## src/rtl/awru_pkg.sv

```systemverilog
// Shared constants and types of the weight and residual unpacker
package awru_pkg;
	// Register byte offsets
	localparam logic [11:0] CMD_ADDR = 12'h000;
	localparam logic [11:0] LEN_ADDR = 12'h004;
	localparam logic [11:0] STAT_ADDR = 12'h008;
	// Command register fields
	localparam int CMD_MODE_LSB = 0;
	localparam int CMD_MVS_LSB = 8;
	localparam int CMD_MBT_LSB = 16;
	localparam int CMD_T8_BIT = 24;
	localparam int CMD_GO_BIT = 31;
	// Status register fields
	localparam int STAT_BUSY_BIT = 0;
	localparam int STAT_MBZ_BIT = 1;
	localparam int STAT_IDX_BIT = 2;
	localparam int STAT_CNT_LSB = 16;
	// Weighting and partition codes
	localparam logic [1:0] IMPLICIT_MODE = 2'h2;
	localparam logic [5:0] MVS_NONE = 6'h00;
	localparam logic [5:0] MVS_ONE = 6'h02;
	localparam logic [5:0] MVS_8 = 6'h08;
	localparam logic [5:0] MVS_16 = 6'h10;
	localparam logic [5:0] MVS_32 = 6'h20;
	localparam logic [4:0] MBT_L0 = 5'h01;
	localparam logic [4:0] MBT_L1 = 5'h02;
	localparam logic [4:0] MBT_BI = 5'h03;
	// Weight group layout
	localparam logic [1:0] GROUP_LAST = 2'h3;
	localparam logic [3:0] WCNT_LAST_ONE = 4'h3;
	localparam logic [3:0] WCNT_LAST_FOUR = 4'hF;
	localparam int WT_L0_LSB = 0;
	localparam int WT_L1_LSB = 16;
	localparam int WT_BITS = 9;
	// Coefficient unit layout
	localparam int COEF_VAL_LSB = 16;
	localparam int COEF_IDX_LSB = 1;
	localparam int COEF_LAST_BIT = 0;
	localparam logic [5:0] IDX_MAX_4X4 = 6'h0F;
	localparam logic [5:0] IDX_MAX_8X8 = 6'h3F;
	// Reset values
	localparam logic [15:0] LEN_RESET = 16'h0000;
	localparam logic [7:0] OFFSET_ZERO = 8'h00;
	typedef enum logic [1:0] {
		ST_IDLE = 2'b00,
		ST_WEIGHT = 2'b01,
		ST_RESID = 2'b10
	} awru_state_type;
endpackage

```

## src/rtl/awru_stream_if.sv

```systemverilog
// Valid and ready word stream between the buffer and the unpacker
`timescale 1ns/10ps
interface awru_stream_if #(parameter int WIDTH = 32);
	logic valid;
	logic ready;
	logic [WIDTH-1:0] data;
	modport src (output valid, output data, input ready);
	modport snk (input valid, input data, output ready);
endinterface

```

## src/rtl/awru_top.sv

```systemverilog
// Implicit weight and residual coefficient unpacker with APB registers
`timescale 1ns/10ps
module awru_top (
	// Clock and reset
	input wire logic clk,
	input wire logic sys_rst,
	// APB slave
	input wire logic [11:0] paddr,
	input wire logic psel,
	input wire logic penable,
	input wire logic pwrite,
	input wire logic [31:0] pwdata,
	output logic [31:0] prdata,
	output logic pready,
	output logic pslverr,
	// Indirect data words
	input wire logic ind_valid,
	input wire logic [31:0] ind_data,
	output logic ind_ready,
	// Downstream stall
	input wire logic out_ready,
	// Weight output
	output logic wt_valid,
	output logic [3:0] wt_block_mask,
	output logic [1:0] wt_comp,
	output logic [awru_pkg::WT_BITS-1:0] wt_list0,
	output logic [awru_pkg::WT_BITS-1:0] wt_list1,
	output logic [7:0] wt_offset_list0,
	output logic [7:0] wt_offset_list1,
	// Coefficient output
	output logic coef_valid,
	output logic [15:0] coef_value,
	output logic [5:0] coef_index,
	output logic block_last_flag,
	output logic mb_done
);
	import awru_pkg::*;

	////////////////////////////////////////////////////////////////////////////////
	// State
	typedef struct packed {
		awru_state_type state;
		logic [1:0] bipred_weight_mode;
		logic [5:0] motion_vector_size;
		logic [4:0] macroblock_type;
		logic transform_8x8;
		logic [15:0] len;
		logic [3:0] wcnt;
		logic [13:0] rem;
		logic err_mbz;
		logic err_idx;
		logic [15:0] coef_cnt;
		logic [31:0] prdata;
		logic pready;
		logic pslverr;
		logic wt_valid;
		logic [3:0] wt_block_mask;
		logic [1:0] wt_comp;
		logic [WT_BITS-1:0] wt_list0;
		logic [WT_BITS-1:0] wt_list1;
		logic [7:0] wt_offset;
		logic coef_valid;
		logic [15:0] coef_value;
		logic [5:0] coef_index;
		logic block_last_flag;
		logic mb_done;
	} awru_top_type;

	awru_top_type r, next_r;
	logic go_wr, take, take_w, take_c, slot_free;
	logic [31:0] w;
	logic [WT_BITS-1:0] l0, l1;
	logic [5:0] new_mvs, idx_limit;
	logic needs_weight;

	awru_stream_if #(.WIDTH(32)) fifo_out ();

	awru_fifo #(.WIDTH(32), .DEPTH(4)) u_fifo (
		.clk(clk),
		.sys_rst(sys_rst),
		.in_valid(ind_valid),
		.in_data(ind_data),
		.in_ready(ind_ready),
		.drain(fifo_out.src)
	);

	////////////////////////////////////////////////////////////////////////////////
	// Next state
	always_comb begin
		next_r = r;
		next_r.mb_done = 1'b0;
		next_r.pready = 1'b0;
		next_r.pslverr = 1'b0;
		next_r.wt_offset = OFFSET_ZERO;
		if (r.wt_valid && out_ready) begin
			next_r.wt_valid = 1'b0;
		end
		if (r.coef_valid && out_ready) begin
			next_r.coef_valid = 1'b0;
		end
		// APB setup phase: decode and prepare the answer
		if (psel && !penable) begin
			next_r.pready = 1'b1;
			next_r.prdata = '0;
			if (paddr == CMD_ADDR) begin
				next_r.prdata[CMD_MODE_LSB +: 2] = r.bipred_weight_mode;
				next_r.prdata[CMD_MVS_LSB +: 6] = r.motion_vector_size;
				next_r.prdata[CMD_MBT_LSB +: 5] = r.macroblock_type;
				next_r.prdata[CMD_T8_BIT] = r.transform_8x8;
			end else if (paddr == LEN_ADDR) begin
				next_r.prdata[15:0] = r.len;
			end else if (paddr == STAT_ADDR) begin
				next_r.prdata[STAT_BUSY_BIT] = (r.state != ST_IDLE);
				next_r.prdata[STAT_MBZ_BIT] = r.err_mbz;
				next_r.prdata[STAT_IDX_BIT] = r.err_idx;
				next_r.prdata[STAT_CNT_LSB +: 16] = r.coef_cnt;
			end else begin
				next_r.pslverr = 1'b1;
			end
		end
		// APB access phase: writes take effect, to command and length only while idle
		new_mvs = pwdata[CMD_MVS_LSB +: 6];
		needs_weight = (new_mvs == MVS_ONE) || (new_mvs == MVS_8) ||
			(new_mvs == MVS_16) || (new_mvs == MVS_32);
		go_wr = psel && penable && r.pready && pwrite && (paddr == CMD_ADDR) &&
			pwdata[CMD_GO_BIT] && (r.state == ST_IDLE);
		if (psel && penable && r.pready && pwrite && (r.state == ST_IDLE)) begin
			if (paddr == CMD_ADDR) begin
				next_r.bipred_weight_mode = pwdata[CMD_MODE_LSB +: 2];
				next_r.motion_vector_size = new_mvs;
				next_r.macroblock_type = pwdata[CMD_MBT_LSB +: 5];
				next_r.transform_8x8 = pwdata[CMD_T8_BIT];
			end else if (paddr == LEN_ADDR) begin
				next_r.len = pwdata[15:0];
			end
		end
		if (psel && penable && r.pready && pwrite && (paddr == STAT_ADDR)) begin
			if (pwdata[STAT_MBZ_BIT]) begin
				next_r.err_mbz = 1'b0;
			end
			if (pwdata[STAT_IDX_BIT]) begin
				next_r.err_idx = 1'b0;
			end
		end
		if (go_wr) begin
			next_r.wcnt = '0;
			next_r.coef_cnt = '0;
			next_r.rem = r.len[15:2];
			if (needs_weight) begin
				next_r.state = ST_WEIGHT;
			end else if (r.len[15:2] != '0) begin
				next_r.state = ST_RESID;
			end else begin
				next_r.mb_done = 1'b1;
			end
		end
		// Word consumption, stalled while an output is held
		w = fifo_out.data;
		slot_free = (!r.wt_valid || out_ready) && (!r.coef_valid || out_ready);
		take = fifo_out.valid && slot_free && (r.state != ST_IDLE);
		take_w = take && (r.state == ST_WEIGHT) && (r.wcnt[1:0] != GROUP_LAST) &&
			(r.bipred_weight_mode == IMPLICIT_MODE);
		take_c = take && (r.state == ST_RESID);
		l0 = w[WT_L0_LSB +: WT_BITS];
		l1 = w[WT_L1_LSB +: WT_BITS];
		if (r.motion_vector_size == MVS_ONE) begin
			if (r.macroblock_type == MBT_L0) begin
				l1 = l0;
			end else if (r.macroblock_type == MBT_L1) begin
				l0 = l1;
			end
		end
		idx_limit = r.transform_8x8 ? IDX_MAX_8X8 : IDX_MAX_4X4;
		if (take && (r.state == ST_WEIGHT)) begin
			if (r.wcnt[1:0] == GROUP_LAST) begin
				if (w != '0) begin
					next_r.err_mbz = 1'b1;
				end
			end else if ((r.bipred_weight_mode == IMPLICIT_MODE) &&
				((w[15:9] != {7{w[8]}}) || (w[31:25] != {7{w[24]}}))) begin
				next_r.err_mbz = 1'b1;
			end
			if (take_w) begin
				next_r.wt_valid = 1'b1;
				next_r.wt_comp = r.wcnt[1:0];
				next_r.wt_list0 = l0;
				next_r.wt_list1 = l1;
				if (r.motion_vector_size == MVS_ONE) begin
					next_r.wt_block_mask = 4'hF;
				end else begin
					next_r.wt_block_mask = 4'h1 << r.wcnt[3:2];
				end
			end
			if (r.wcnt == ((r.motion_vector_size == MVS_ONE) ? WCNT_LAST_ONE : WCNT_LAST_FOUR)) begin
				next_r.wcnt = '0;
				if (r.rem != '0) begin
					next_r.state = ST_RESID;
				end else begin
					next_r.state = ST_IDLE;
					next_r.mb_done = 1'b1;
				end
			end else begin
				next_r.wcnt = r.wcnt + 4'h1;
			end
		end
		if (take_c) begin
			next_r.coef_valid = 1'b1;
			next_r.coef_value = w[COEF_VAL_LSB +: 16];
			next_r.coef_index = w[COEF_IDX_LSB +: 6];
			next_r.block_last_flag = w[COEF_LAST_BIT];
			next_r.coef_cnt = r.coef_cnt + 16'h1;
			if (w[15:7] != '0) begin
				next_r.err_mbz = 1'b1;
			end
			if (w[COEF_IDX_LSB +: 6] > idx_limit) begin
				next_r.err_idx = 1'b1;
			end
			next_r.rem = r.rem - 14'h1;
			if (r.rem == 14'h1) begin
				next_r.state = ST_IDLE;
				next_r.mb_done = 1'b1;
			end
		end
	end

	assign fifo_out.ready = take;

	always_ff @(posedge clk) begin
		if (sys_rst) begin
			r <= '0;
			r.state <= ST_IDLE;
			r.len <= LEN_RESET;
		end else begin
			r <= next_r;
		end
	end

	////////////////////////////////////////////////////////////////////////////////
	// Outputs
	assign prdata = r.prdata;
	assign pready = r.pready;
	assign pslverr = r.pslverr;
	assign wt_valid = r.wt_valid;
	assign wt_block_mask = r.wt_block_mask;
	assign wt_comp = r.wt_comp;
	assign wt_list0 = r.wt_list0;
	assign wt_list1 = r.wt_list1;
	assign wt_offset_list0 = r.wt_offset;
	assign wt_offset_list1 = r.wt_offset;
	assign coef_valid = r.coef_valid;
	assign coef_value = r.coef_value;
	assign coef_index = r.coef_index;
	assign block_last_flag = r.block_last_flag;
	assign mb_done = r.mb_done;
endmodule

```

## src/rtl/awru_fifo.sv

```systemverilog
// Word FIFO in front of the unpacker
`timescale 1ns/10ps
module awru_fifo #(
	parameter int WIDTH = 32,
	parameter int DEPTH = 4
) (
	// Clock and reset
	input wire logic clk,
	input wire logic sys_rst,
	// Fill side
	input wire logic in_valid,
	input wire logic [WIDTH-1:0] in_data,
	output logic in_ready,
	// Drain side
	awru_stream_if.src drain
);
	localparam int AW = $clog2(DEPTH);
	localparam logic [AW:0] FULL = (AW+1)'(DEPTH);
	localparam logic [AW-1:0] LAST = AW'(DEPTH - 1);

	typedef struct packed {
		logic [DEPTH-1:0][WIDTH-1:0] mem;
		logic [AW-1:0] rd;
		logic [AW-1:0] wr;
		logic [AW:0] cnt;
		logic space;
	} awru_fifo_type;

	awru_fifo_type r, next_r;
	logic push, pop;

	always_comb begin
		next_r = r;
		push = in_valid && r.space;
		pop = drain.ready && (r.cnt != '0);
		if (push) begin
			next_r.mem[r.wr] = in_data;
			next_r.wr = (r.wr == LAST) ? '0 : r.wr + 1'b1;
		end
		if (pop) begin
			next_r.rd = (r.rd == LAST) ? '0 : r.rd + 1'b1;
		end
		next_r.cnt = r.cnt + (AW+1)'(push) - (AW+1)'(pop);
		next_r.space = (next_r.cnt != FULL);
	end

	always_ff @(posedge clk) begin
		if (sys_rst) begin
			r <= '0;
			r.space <= 1'b1;
		end else begin
			r <= next_r;
		end
	end

	assign in_ready = r.space;
	assign drain.valid = (r.cnt != '0);
	assign drain.data = r.mem[r.rd];
endmodule

```

## config.mk

```make
export PLATFORM = sky130hd
export DESIGN_NAME = awru_top
export DESIGN_NICKNAME = d
export VERILOG_FILES = /design/src/rtl/awru_pkg.sv /design/src/rtl/awru_stream_if.sv /design/src/rtl/awru_top.sv /design/src/rtl/awru_fifo.sv
export SDC_FILE = /design/constraint.sdc
export NUM_CORES = 1
export LEC_CHECK = 0
export ABC_AREA = 1
export BUFFER_PORTS_ARGS = -buffer_cell sky130_fd_sc_hd__buf_2
export CORE_UTILIZATION = 40
export DETAILED_ROUTE_END_ITERATION = 7
export SYNTH_ARGS = -nofsm -noshare
export SYNTH_HDL_FRONTEND = slang
export SYNTH_HIERARCHICAL = 1
export SYNTH_SLANG_ARGS = --single-unit
export TNS_END_PERCENT = 1
```

## constraint.sdc

```tcl
create_clock -name clk -period 3.8 [get_ports clk]
set_input_delay 0.38 -clock clk [delete_from_list [all_inputs] [get_ports clk]]
set_output_delay 0.38 -clock clk [all_outputs]
set_load 0.02 [all_outputs]
```

=== Word level (Yosys, flattened, before mapping) ===
Index checks and enable logic that the tools add are counted.

* Reductions and logical operators: 46
* Shifts and indexed selects: 1
* Eq/ne operators: 21
* Muxes and demuxes: 66
* Bitwise gates (word level): 2
* Add/subtract/negate cells: 7
* Magnitude comparators: 4

{| class="wikitable"
|+ Operator list
! cell !! count
|-
| $bwmux W128 || 1
|-
| $mux W32 || 3
|-
| $mux W25 || 3
|-
| $bmux W32 S2 || 1
|-
| $demux W32 S2 || 1
|-
| $mux W16 || 3
|-
| $mux W9 || 5
|-
| $reduce_bool A32 Y1 || 1
|-
| $mux W2 || 14
|-
| $reduce_bool A14 Y1 || 2
|-
| $logic_and A1 B1 Y1 || 22
|-
| $mux W1 || 21
|-
| $mux W18 || 1
|-
| $mux W6 || 3
|-
| $add A16 B1 Y16 const B || 1
|-
| $mux W4 || 4
|-
| $eq A14 B1 Y1 const B || 1
|-
| $ne A7 B7 Y1 || 2
|-
| $sub A14 B1 Y14 const B || 1
|-
| $mux W13 || 1
|-
| $eq A12 B3 Y1 const B || 1
|-
| $eq A12 B4 Y1 const B || 1
|-
| $eq A6 B2 Y1 const B || 2
|-
| $logic_not A12 Y1 || 1
|-
| other kinds (31) || 51
|}

* Output and inout bits: 101
* Bits in registers: 296
* Logic and storage cells: 180
* Input bits: 83

=== Logic depth before layout (Yosys ltp) ===
Gate-level depths: netlist (run 1).

* Depth in word-level cells: 12
* Mapped depth: 17
* Depth with buffers taken out: 15

=== Hierarchy ===
Netlist (run 1), hierarchy kept.

{| class="wikitable"
|+ By module, submodules not included
! module !! cells an instance !! instances !! area an instance (um^2) !! seq. area each (um^2)
|-
| awru_top || 1,103 || 1 || 7,842.5 || 3,042.9
|-
| awru_fifo || 800 || 1 || 5,844.4 || 2,722.6
|}

=== Least setup slack after synthesis (run 1) ===
No wires, ideal clock.

* Path kind: reg-to-reg
* Start: register u_fifo/r[2] in the netlist's numbering
* End: register u_fifo.r, in the netlist u_fifo/in_ready
* Setup slack: 1.701 ns
* Buffers on the path: 0
* Data arrival time: 1.966 ns
* Library setup time: 0.133 ns
* Stages on the path, launching flop included: 15
* Period minus slack after synthesis: 2.099 ns
* Data required time: 3.667 ns
* Cell sequence: dfxtp_1 nor2_1 nand2_1 inv_1 nor2_2 nand2_2 inv_1 nand2_1 inv_1 ha_1 inv_1 ha_1 fa_1 nor2_1 nand4_1

{| class="wikitable"
|+ RTL lines
! element !! line !! source
|-
| start, declared || awru_fifo.sv:29 || <nowiki>awru_fifo_type r, next_r;</nowiki>
|-
| start signal, assigned || awru_fifo.sv:52 || <nowiki>r <= next_r;</nowiki>
|}

==> results of run 1 <==
## placed cells by master (no fill, tap or decap), drive strengths merged, types with 6 or more instances in the layout
cell    count
a211oi      6
a21oi     115
nand2     203
nor2      501
o22ai      32
nand3      37
o21ai     291
nand4      19
inv       118
a31oi       7
xor2        7
clkbuf     47
conb       16
dfxtp     288
buf       177
nor3       43
ha         15
## cells in the mapped netlist (all sizes together)
master	n
and3	2
o31ai	2
nand4	19
a21oi	115
nor2	501
clkbuf	38
or2	1
nand2	203
o21bai	1
o221ai	4
nand3	37
ha	15
a41oi	3
nand3b	2
a211oi	6
fa	1
inv	117
conb	1
o211ai	5
o21ai	291
dfxtp	288
nor3	43
o22ai	32
buf	162
a31oi	7
xor2	7
## layer usage
layer / wire [microns] / global-route usage
met5: 18 / 0
met1: 17500 / 0.290
met3: 2120 / 0.0304
met4: 1180 / 0.0835
met2: 18500 / 0.364
## cell type report
class	count	area, sq um
Clock buffer	47	906
Tap cell	448	561
Fill cell	3501	18800
Antenna cell	2	5.00
Multi-Input combinational cell	1313	6190
Clock inverter	4	48.8
Inverter	117	439
Timing Repair Buffer	177	933
Sequential cell	288	5770
## stage by stage
| step | total power [mW] | cells | hold slack, ps | cell area [sq um] |
|---|---|---|---|---|
| 2_1_floorplan | 3.82 | 1918 | 438 | 13700 |
| 3_5_place_dp | 4.04 | 2343 | 454 | 13900 |
| 6_report | 6.86 | 2396 | 89.2 | 14900 |
| 5_1_grt | 7.16 | 2396 | 87.5 | 14900 |
| 4_1_cts | 6.92 | 2394 | 66.4 | 14800 |
| 3_3_place_gp | 4.02 | 2343 | 453 | 13900 |
## sequential cells by signal, summed over array words and instances (netlist names)
name,flops
block_last_flag,1
coef_index,6
coef_valid,1
coef_value,16
mb_done,1
prdata,32
pready,1
pslverr,1
r,68
u_fifo/in_ready,1
u_fifo/r,135
wt_block_mask,4
wt_comp,2
wt_list0,9
wt_list1,9
wt_valid,1
## worst min-delay path, stage by stage
cell and delay (ps):
buf_2 110, nor2_1 50, nor2_1 80
## where the power goes
group	internal, mW	switching [mW]	total (mW)	leakage (nW)
logic	0.216	0.518	0.734	3.64
clock network	1.68	1.20	2.88	0.469
registers	3.17	0.0737	3.25	2.34
## kinds of logic (layout without fill, tap and decap cells)
family | count (synthesis) | in the layout
simple gates | 808 | 808
compound gates | 466 | 466
buf+inv | 317 | 345
flops | 288 | 288
fa+ha+maj | 16 | 16
xor+xnor | 7 | 7
other cells | 1 | 18
## worst max-delay path by stage
stage,start,slack (ps),endpoint,cells after the start
6_report,u_fifo/r[6]$_SDFFE_PP0P_,1190,r[109]$_SDFF_PP0_,11
5_1_grt,u_fifo/r[6]$_SDFFE_PP0P_,940,r[109]$_SDFF_PP0_,11
4_1_cts,u_fifo/r[6]$_SDFFE_PP0P_,1170,r[109]$_SDFF_PP0_,11
3_5_place_dp,u_fifo/r[6]$_SDFFE_PP0P_,1190,r[109]$_SDFF_PP0_,11
3_3_place_gp,u_fifo/r[6]$_SDFFE_PP0P_,1170,r[109]$_SDFF_PP0_,11
2_1_floorplan,u_fifo/r[2]$_SDFF_PP0_,1700,u_fifo/in_ready$_SDFF_PP1_,14
==> qor.csv, run 1 <==
stage,metric,value,unit
timing,Slew @ Worst Pin,1100,ps
clocking,CTS buffer count,31,
clocking,post-CTS setup buffers,0,
setup_path,CP peak stage delay,560,ps
route,routed length per instance,16.4,microns
route,DR vias,12300,
clocking,CTS max path bufs,3,
synthesis,Ys Warns,6,
timing,clk_skew,16.1,ps
clocking,cts repair resizes,0,
synthesis,Post-Synth Simple-Gate Area,0.248,
min_path,worst hold endpoint,u_fifo/r[12]$_SDFFE_PP0P_,
power,leak pwr,6.45,nW
setup_path,Worst path most repeated cell,nand2_1,
setup_path,Bufs and invs on worst path,2,
outcome,status,"finished, final reports clean",
place,GPL Wtd Cong,0.820,
grt,initial antenna violation count,4,
synthesis,most area-consuming cells after synthesis,"dfxtp_1 42%, nor2_1 13%, o21ai_0 9.1%, buf_4 5.6%, nand2_1 5.3%",
die,standard-cell rows,67,
min_path,hold path startpoint,ind_data[4],
synthesis,Post-Syn Area,0.0137,sq mm
clocking,CTS tree,built,
place,DP Wirelength,25400,microns
place,pre-CTS setup slack,1190,ps
die,Initial Utilization,0.407,
timing,RSZ-0062 raised after global routing,false,
die,core footprint,0.0336,sq mm
synthesis,register bit count reported by yosys,288,
timing,setup TNS,0,ps
setup_path,worst-path cell chain,buf_4 > o21ai_0 > o22ai_1 > inv_1 > ha_1 > nor2_1 > nand3_1 > nand2_1 > nand2_1 > nand2_1 > a21oi_1,
cells_and_area,Finished Core Util,0.442,
timing,Fmax,0.383,GHz
synthesis,Synth Area in XOR/XNOR,0.00448,
grt,GRT Residual Overflow,0,
synthesis,compound-gate portion of the synthesized area,0.180,
setup_path,FF-to-FF path depth,11,
setup_path,Critical Path Start Type,register,
route,DRT Pass-1 Iters,5,
die,Top Ports,184,
die,Die Width,187,microns
setup_path,R2R Path End,r[109]$_SDFF_PP0_,
cells_and_area,area delta synth->final,8.52,%
route,Residual DRC,0,
grt,largest net degree at the start of global routing,67,
timing,Final Hold Fails,0,
setup_path,reg-to-reg startpoint,u_fifo/r[6]$_SDFFE_PP0P_,
cells_and_area,share of cells above drive strength 1,0.140,
setup_path,CP endpoint kind,register,
setup_path,Reg2Reg Setup Slack,1190,ps
flow_run,Max-Cap Viols,0,
synthesis,leading area contributor after synthesis,dfxtp_1,
min_path,hold depth,3,
die,Die ar.,0.0350,sq mm
setup_path,family with the most delay on the worst path,buffers and inverters,
synthesis,post-synthesis mux area share,0,
synthesis,"Seq/Total Area, Yosys",0.421,
clocking,CTS root buf,clkbuf_16,
route,via/cell ratio,5.15,
place,I/O Buffers,158,
setup_path,WP data required,4240,ps
timing,post-layout min period,2610,ps
synthesis,Synth top area share,0.421,
synthesis,Unique masters post-synth,41,
route,initial DRC count,1044,
synthesis,cells after synthesis,1903,
timing,Worst Slack Setup Final,1190,ps
synthesis,Syn Area/Cell,7.19,sq um
power,Max VDD drop,0.000301,V
timing,Slew headroom,0.265,
grt,vias in the first global route,11400,
power,pwr/cell area,462,mW/mm^2
clocking,CTS Hold Bufs,0,
die,die height,187,microns
synthesis,largest family of logic cells by synthesized area,simple AND/OR/NAND/NOR gates,
setup_path,slowest library cell on the worst path,buf_4,
clocking,"Clk Latency, worst-skew pair",570,ps
setup_path,CP Class,register to register,
route,routed wire length,39300,microns
setup_path,CP Data Arrival Time,3040,ps
route,Routed Antenna Nets,0,
cells_and_area,# nets final,2027,
min_path,worst hold path type,input pin to register,
clocking,Sink Count,288,
grt,Total Routing Usage GR,0.220,
setup_path,CP max FO,66,
synthesis,Post-Synth Adder-Cell Area,0.0152,
timing,Pins Over Slew Limit,0,
timing,# setup viols final,0,
clocking,H-tree Lvls,1,
clocking,clk slew on worst S/H paths,60,ps
timing,period utilization,0.687,
grt,first-pass GRT wire length,62200,microns
Power figures use the tool's default switching activity.
==> inputs of run 2 (changes only) <==
==> constraint.sdc (replaced) <==
create_clock -name clk -period 2.22 [get_ports clk]
set_input_delay 0.222 -clock clk [delete_from_list [all_inputs] [get_ports clk]]
set_output_delay 0.222 -clock clk [all_outputs]
set_load 0.02 [all_outputs]
==> run 2 against run 1 <==
Sequential power is 71% higher. Count of clock-buffer cells in the layout increased by 2. Wire length increased by 1.4%. Combinational power increased by 89%. Die area is the same. Sequential share of layout area is 1.7 points lower. Final cell count rose by 2.4%. Critical path type is now input pin to register. Critical endpoint is now u_fifo/in_ready$_SDFF_PP1_. Largest cell class unchanged.
==> qor.csv, run 2 (synthesis gave the netlist of run 1 again) <==
stage,metric,value,unit,change
outcome,status,"finished, final reports clean",,
grt,Total Routing Usage GR,0.225,,+0.00545
timing,clk_skew,10.9,ps,-5.22 ps
clocking,clk slew on worst S/H paths,60,ps,about the same
cells_and_area,share of cells above drive strength 1,0.158,,+0.0183
grt,largest net degree at the start of global routing,134,,+100%
place,DP Area,0.0143,sq mm,+2.8%
die,Die ar.,0.0350,sq mm,unchanged
setup_path,CP max FO,3,,-95%
min_path,worst hold path type,input pin to register,,
route,routed wire length,39900,microns,+1.4%
flow_run,Max-Cap Viols,0,,unchanged
cells_and_area,"commonest cells after routing, fill and taps aside","484 x nor2_1, 287 x dfxtp_1, 246 x o21ai_0",,
place,DP Cell Count,2379,,+1.5%
clocking,CTS root buf,clkbuf_16,,
clocking,CTS max path bufs,3,,unchanged
setup_path,CP Data Arrival Time,2510,ps,-530 ps
setup_path,FF-to-FF path depth,14,,+3
cells_and_area,filler-free cell count of the finished design,2454,,+2.4%
route,Routed Antenna Nets,0,,unchanged
timing,# setup viols final,0,,unchanged
setup_path,R2R Path End,u_fifo/in_ready$_SDFF_PP1_,,
setup_path,worst-path cell chain,dlygate4sd3_1 > buf_2 > inv_2 > o21ai_1 > buf_4 > nand2_2 > inv_1 > nand2_1 > inv_1 > ha_1 > inv_1 > ha_1 > fa_2 > nor2_1 > nand4_1,,
timing,Fmax,0.467,GHz,
place,GPL Wtd Cong,0.846,,+3.1%
cells_and_area,"final std cell area, no fill",0.0155,sq mm,+4.5%
cells_and_area,"most common cell after layout, fill and taps aside",nor2_1,,
die,core footprint,0.0336,sq mm,unchanged
setup_path,WP data required,2590,ps,-1650 ps
clocking,post-CTS setup buffers,0,,unchanged
setup_path,reg-to-reg startpoint,u_fifo/r[2]$_SDFF_PP0_,,
power,pwr/cell area,787,mW/mm^2,+70%
setup_path,Reg2Reg Setup Slack,110,ps,-1080 ps
die,die height,187,microns,unchanged
die,Top Ports,184,,unchanged
setup_path,crit path launch,out_ready,,
die,Die Width,187,microns,unchanged
place,I/O Buffers,158,,unchanged
power,Max VDD drop,0.000613,V,+100%
timing,Slew headroom,0.382,,+0.117
setup_path,CP peak stage delay,530,ps,-30 ps
setup_path,CP Class,input pin to register,,
setup_path,CP endpoint kind,register,,
cells_and_area,Largest register FFs,135,,unchanged
setup_path,slowest library cell on the worst path,dlygate4sd3_1,,
timing,post-layout min period,2140,ps,
clocking,Sink Count,288,,unchanged
die,Initial Utilization,0.407,,unchanged
timing,Pins Over Slew Limit,0,,unchanged
route,DR vias,12600,,+2.2%
setup_path,worst setup path end,u_fifo/in_ready$_SDFF_PP1_,,
clocking,"Clk Latency, worst-skew pair",510,ps,-60 ps
power,leak pwr,6.78,nW,+5.2%
cells_and_area,Fill cells,3441,,-1.7%
clocking,H-tree Lvls,2,,+1
timing,period utilization,0.965,,
cells_and_area,# diodes,0,,-2
die,standard-cell rows,67,,unchanged
place,DP Wirelength,26500,microns,+4.2%
route,routed length per instance,16.2,microns,-1.0%
grt,first-pass GRT wire length,64000,microns,+2.9%
route,initial DRC count,1019,,-2.4%
route,via/cell ratio,5.15,,-0.17%
clocking,CTS tree,built,,
timing,Worst Slack Setup Final,77.2,ps,-1110 ps
setup_path,Worst path most repeated cell,inv_1,,
cells_and_area,Top reg by flops,u_fifo/r,,
timing,Final Hold Fails,0,,unchanged
clocking,CTS buffer count,34,,+9.7%
grt,initial antenna violation count,0,,-4
grt,GRT Residual Overflow,0,,unchanged
route,Residual DRC,0,,unchanged
grt,vias in the first global route,12000,,+4.9%
route,DRT Pass-1 Iters,5,,unchanged
place,pre-CTS setup slack,31.1,ps,-1160 ps
setup_path,Critical Path Start Type,input pin,,
timing,RSZ-0062 raised after global routing,true,,
timing,Slew @ Worst Pin,925,ps,-176 ps
cells_and_area,# nets final,2086,,+2.9%
cells_and_area,area delta synth->final,13.4,%,
## run 2: cell types whose count changed in the layout (fill, tap and decap cells not counted), moves of 4 or more
cell / change
buf_4: +27
dlygate4sd3_1: +20
buf_12: +9
clkbuf_16: +4
## run 2: worst min path at each step
stage | start | to | slack, ps | depth (start not counted)
finish | ind_data[18] | u_fifo/r[26]$_SDFFE_PP0P_ | 10 | 3
global route | ind_data[7] | u_fifo/r[15]$_SDFFE_PP0P_ | 20 | 3
CTS | ind_data[18] | u_fifo/r[26]$_SDFFE_PP0P_ | 0.1 | 3
detailed placement | prdata[3]$_SDFFE_PP0P_ | prdata[3]$_SDFFE_PP0P_ | 450 | 2
global placement | prdata[3]$_SDFFE_PP0P_ | prdata[3]$_SDFFE_PP0P_ | 450 | 2
floorplan | sys_rst | u_fifo/r[1]$_SDFF_PP0_ | 290 | 1
## run 2: routing by layer
metal	global-route usage	wire (microns)	up-vias
met5	0	0	-
met1	0.293	17500	5878
met2	0.383	18900	399
li1	-	-	6273
met4	0.0725	1030	0
met3	0.0310	2430	76
## run 2: layout make-up
cell class,count,area (sq um),area share
multi-input cells,1313,6200,0.400
flip-flops and latches,288,5770,0.372
repair buffers,233,1520,0.0977
clock buffers,49,988,0.0637
well taps,448,561,0.0361
inverters,117,439,0.0283
clock inverters,6,42.5,0.00274
## run 2: report_power, final
part / switching [mW] / internal, mW / total [mW]
logic: 0.928 / 0.466 / 1.39
registers: 0.128 / 5.43 / 5.56
clock network: 2.17 / 3.08 / 5.25
total: 3.22 / 8.98 / 12.2
## run 2: per-stage QoR
stage                     power [mW]  setup TNS, ps   util  hold slack [ps]
after global routing            12.7          -30.1  0.462             15.7
final                           12.2              0  0.462             13.2
after detailed placement        7.01              0  0.425              455
after global placement          6.99              0  0.425              453
after CTS                       12.3              0  0.461            0.108
after floorplan                 6.53              0      -              293
## run 2: what timing repair did
item / 4_1_cts / 5_1_grt
endpoints found under the setup margin: 0 / 4
hold buffers: 20 / 0
resized for setup: 0 / 6
endpoints found under the hold margin: 61 / 0
## run 2: critical path, delay by kind of cell
kind	cells	cell delay, ps
adders and majority gates	3	860
buffers and inverters	7	1030
and+or+nand+nor	4	340
AOI/OAI and AO/OA	1	60
==> inputs of run 3 (changes only) <==
--- a/config.mk
+++ b/config.mk
@@ -9,6 +9,7 @@
 export BUFFER_PORTS_ARGS = -buffer_cell sky130_fd_sc_hd__buf_2
 export CORE_UTILIZATION = 40
 export DETAILED_ROUTE_END_ITERATION = 7
+export PLACE_DENSITY = 0.64
 export SYNTH_ARGS = -nofsm -noshare
 export SYNTH_HDL_FRONTEND = slang
 export SYNTH_HIERARCHICAL = 1
==> run 3 against run 2 <==
Clock skew rose by 6.2 ps. Maximum frequency up 0.71%. Register-to-register slack worse by 20 ps. Power increased by 4.8%. Global-route usage shrank 0.58 points. Critical path depth down 1. Final cell count grew 0.69%. Critical endpoint unchanged. Largest power group is now the clock network. Highest routed layer unchanged.
==> qor.csv, run 3 (synthesis gave the netlist of run 1 again) <==
stage,metric,value,unit,change
setup_path,slowest library cell on the worst path,fa_2,,
timing,Fmax,0.470,GHz,+0.71%
cells_and_area,"most common cell after layout, fill and taps aside",nor2_1,,
route,routed wire length,39400,microns,-1.3%
clocking,CTS buffer count,34,,unchanged
setup_path,CP max FO,3,,unchanged
power,Reg power frac,0.435,,-0.021
route,via/cell ratio,5.11,,-0.63%
die,die height,187,microns,unchanged
die,Top Ports,184,,unchanged
timing,Slew headroom,0.319,,-0.0632
timing,Slew @ Worst Pin,1020,ps,+94.7 ps
place,DP Wirelength,26400,microns,-0.11%
flow_run,Max-Cap Viols,0,,unchanged
route,Residual DRC,0,,unchanged
timing,final hold slack,9.02,ps,-4.21 ps
cells_and_area,Largest register FFs,135,,unchanged
cells_and_area,# diodes,0,,unchanged
outcome,status,"finished, final reports clean",,
timing,Pins Over Slew Limit,0,,unchanged
cells_and_area,"commonest cells after routing, fill and taps aside","483 x nor2_1, 283 x dfxtp_1, 247 x o21ai_0",,
cells_and_area,share of cells above drive strength 1,0.168,,+0.00955
grt,Total Routing Usage GR,0.219,,-0.00575
setup_path,CP Data Arrival Time,2490,ps,-20 ps
grt,largest net degree at the start of global routing,134,,unchanged
min_path,worst hold path type,input pin to register,,
clocking,CTS tree,built,,
die,Initial Utilization,0.407,,unchanged
place,DP Area,0.0143,sq mm,+0.28%
clocking,clk slew on worst S/H paths,60,ps,about the same
power,Switching Share,0.252,,-0.0118
place,GPL Wtd Cong,0.866,,+2.4%
cells_and_area,area delta synth->final,15.4,%,
setup_path,CP peak stage delay,460,ps,-70 ps
timing,RSZ-0062 raised after global routing,true,,
die,core footprint,0.0336,sq mm,unchanged
cells_and_area,Top reg by flops,u_fifo/r,,
power,Cell Int Power,9.56,mW,+6.5%
power,sw power,3.23,mW,+0.12%
setup_path,WP data required,2580,ps,about the same
setup_path,CP Class,register to register,,
place,I/O Buffers,158,,unchanged
setup_path,Worst path most repeated cell,inv_1,,
grt,met3 Use GR,0.0306,,-0.000375
clocking,H-tree Lvls,2,,unchanged
clocking,Sink Count,288,,unchanged
timing,clk_skew,17.2,ps,+6.24 ps
place,pre-CTS setup slack,64.1,ps,+33.1 ps
grt,M1 GR Usage,0.301,,+0.00711
route,routed length per instance,15.9,microns,-1.9%
power,logic gate share of total power,0.109,,-0.005
setup_path,Critical Path Start Type,register,,
route,DRT Pass-1 Iters,5,,unchanged
die,standard-cell rows,67,,unchanged
power,clock share of power,0.456,,+0.026
timing,period utilization,0.958,,-0.00679
grt,M2 GR Usage,0.362,,-0.0214
setup_path,CP endpoint kind,register,,
die,Die Width,187,microns,unchanged
power,pwr/cell area,810,mW/mm^2,+2.9%
timing,Worst Slack Setup Final,92.2,ps,+15.1 ps
route,Routed Antenna Nets,0,,unchanged
route,initial DRC count,1054,,+3.4%
timing,post-layout min period,2130,ps,-15.1 ps
cells_and_area,Fill cells,3344,,-2.8%
timing,# setup viols final,0,,unchanged
clocking,CTS root buf,clkbuf_16,,
route,DR vias,12600,,+0.063%
clocking,post-CTS setup buffers,0,,unchanged
die,Die ar.,0.0350,sq mm,unchanged
power,Max VDD drop,0.000501,V,-18%
grt,vias in the first global route,11600,,-3.1%
power,leak pwr,6.92,nW,+2.0%
timing,Final Hold Fails,0,,unchanged
cells_and_area,"final std cell area, no fill",0.0158,sq mm,+1.8%
grt,GRT Residual Overflow,0,,unchanged
grt,initial antenna violation count,0,,unchanged
cells_and_area,# nets final,2097,,+0.53%
clocking,"Clk Latency, worst-skew pair",510,ps,about the same
clocking,CTS max path bufs,3,,unchanged
grt,first-pass GRT wire length,62300,microns,-2.6%
setup_path,worst-path cell chain,nor2_1 > nand2_1 > inv_1 > nor2_2 > nand2_2 > inv_2 > nand2_2 > inv_1 > ha_1 > inv_1 > ha_2 > fa_2 > nor2_2 > nand4_1,,
power,overall power,12.8,mW,+4.8%
grt,GRT Max-Usage Layer,met2,,
-- run 3: power by group through the flow --
stage	clock, mW	sequential, mW	combinational, mW
after floorplan	0	5.63	0.899
after global placement	0	5.66	1.31
after detailed placement	0	5.66	1.33
after CTS	5.93	5.55	1.37
after global routing	6.20	5.59	1.55
final	5.83	5.56	1.39
-- run 3: final cells by class --
| cell class | instances | area [sq um] | share of cell area |
|---|---|---|---|
| clock buffer | 51 | 1020 | 0.0643 |
| clock inverter | 10 | 179 | 0.0113 |
| multi-input combinational | 1313 | 6210 | 0.393 |
| tap | 448 | 561 | 0.0355 |
| timing repair buffer | 244 | 1620 | 0.102 |
| inverter | 117 | 442 | 0.0280 |
| sequential | 288 | 5770 | 0.365 |
-- run 3: routing by layer --
layer	routed length, microns	vias to the layer above
li1	-	6314
met1	18000	5852
met2	18400	419
met3	2270	49
met4	632	0
met5	0	-
-- run 3: worst paths after layout --
path                          start                         end  slack (ps)  cells past startpoint
min                    ind_data[27]   u_fifo/r[99]$_SDFFE_PP0P_           9                      3
max reg2reg  u_fifo/r[2]$_SDFF_PP0_  u_fifo/in_ready$_SDFF_PP1_          90                     14
max          u_fifo/r[2]$_SDFF_PP0_  u_fifo/in_ready$_SDFF_PP1_          90                     14
min reg2reg  prdata[5]$_SDFFE_PP0P_      prdata[5]$_SDFFE_PP0P_         460                      2
-- run 3: repair_timing --
action / CTS / global route
hold buffers: 23 / 0
endpoints found under the setup margin: 0 / 5
hold endpoints to repair: 65 / 0
resized for setup: 0 / 15
-- run 3: stage by stage --
stage | util | std cells | TNS (ps)
after floorplan | - | 1918 | 0
after global placement | 0.426 | 2386 | 0
after detailed placement | 0.426 | 2386 | 0
after CTS | 0.468 | 2470 | 0
after global routing | 0.470 | 2471 | -3.69
final | 0.470 | 2471 | 0
-- run 3: critical path, delay by kind of cell, from the launching register on --
family	cells	cell delay (ps)
fa+ha+maj	3	890
simple gates	7	540
flops	1	320
buf+inv	4	230
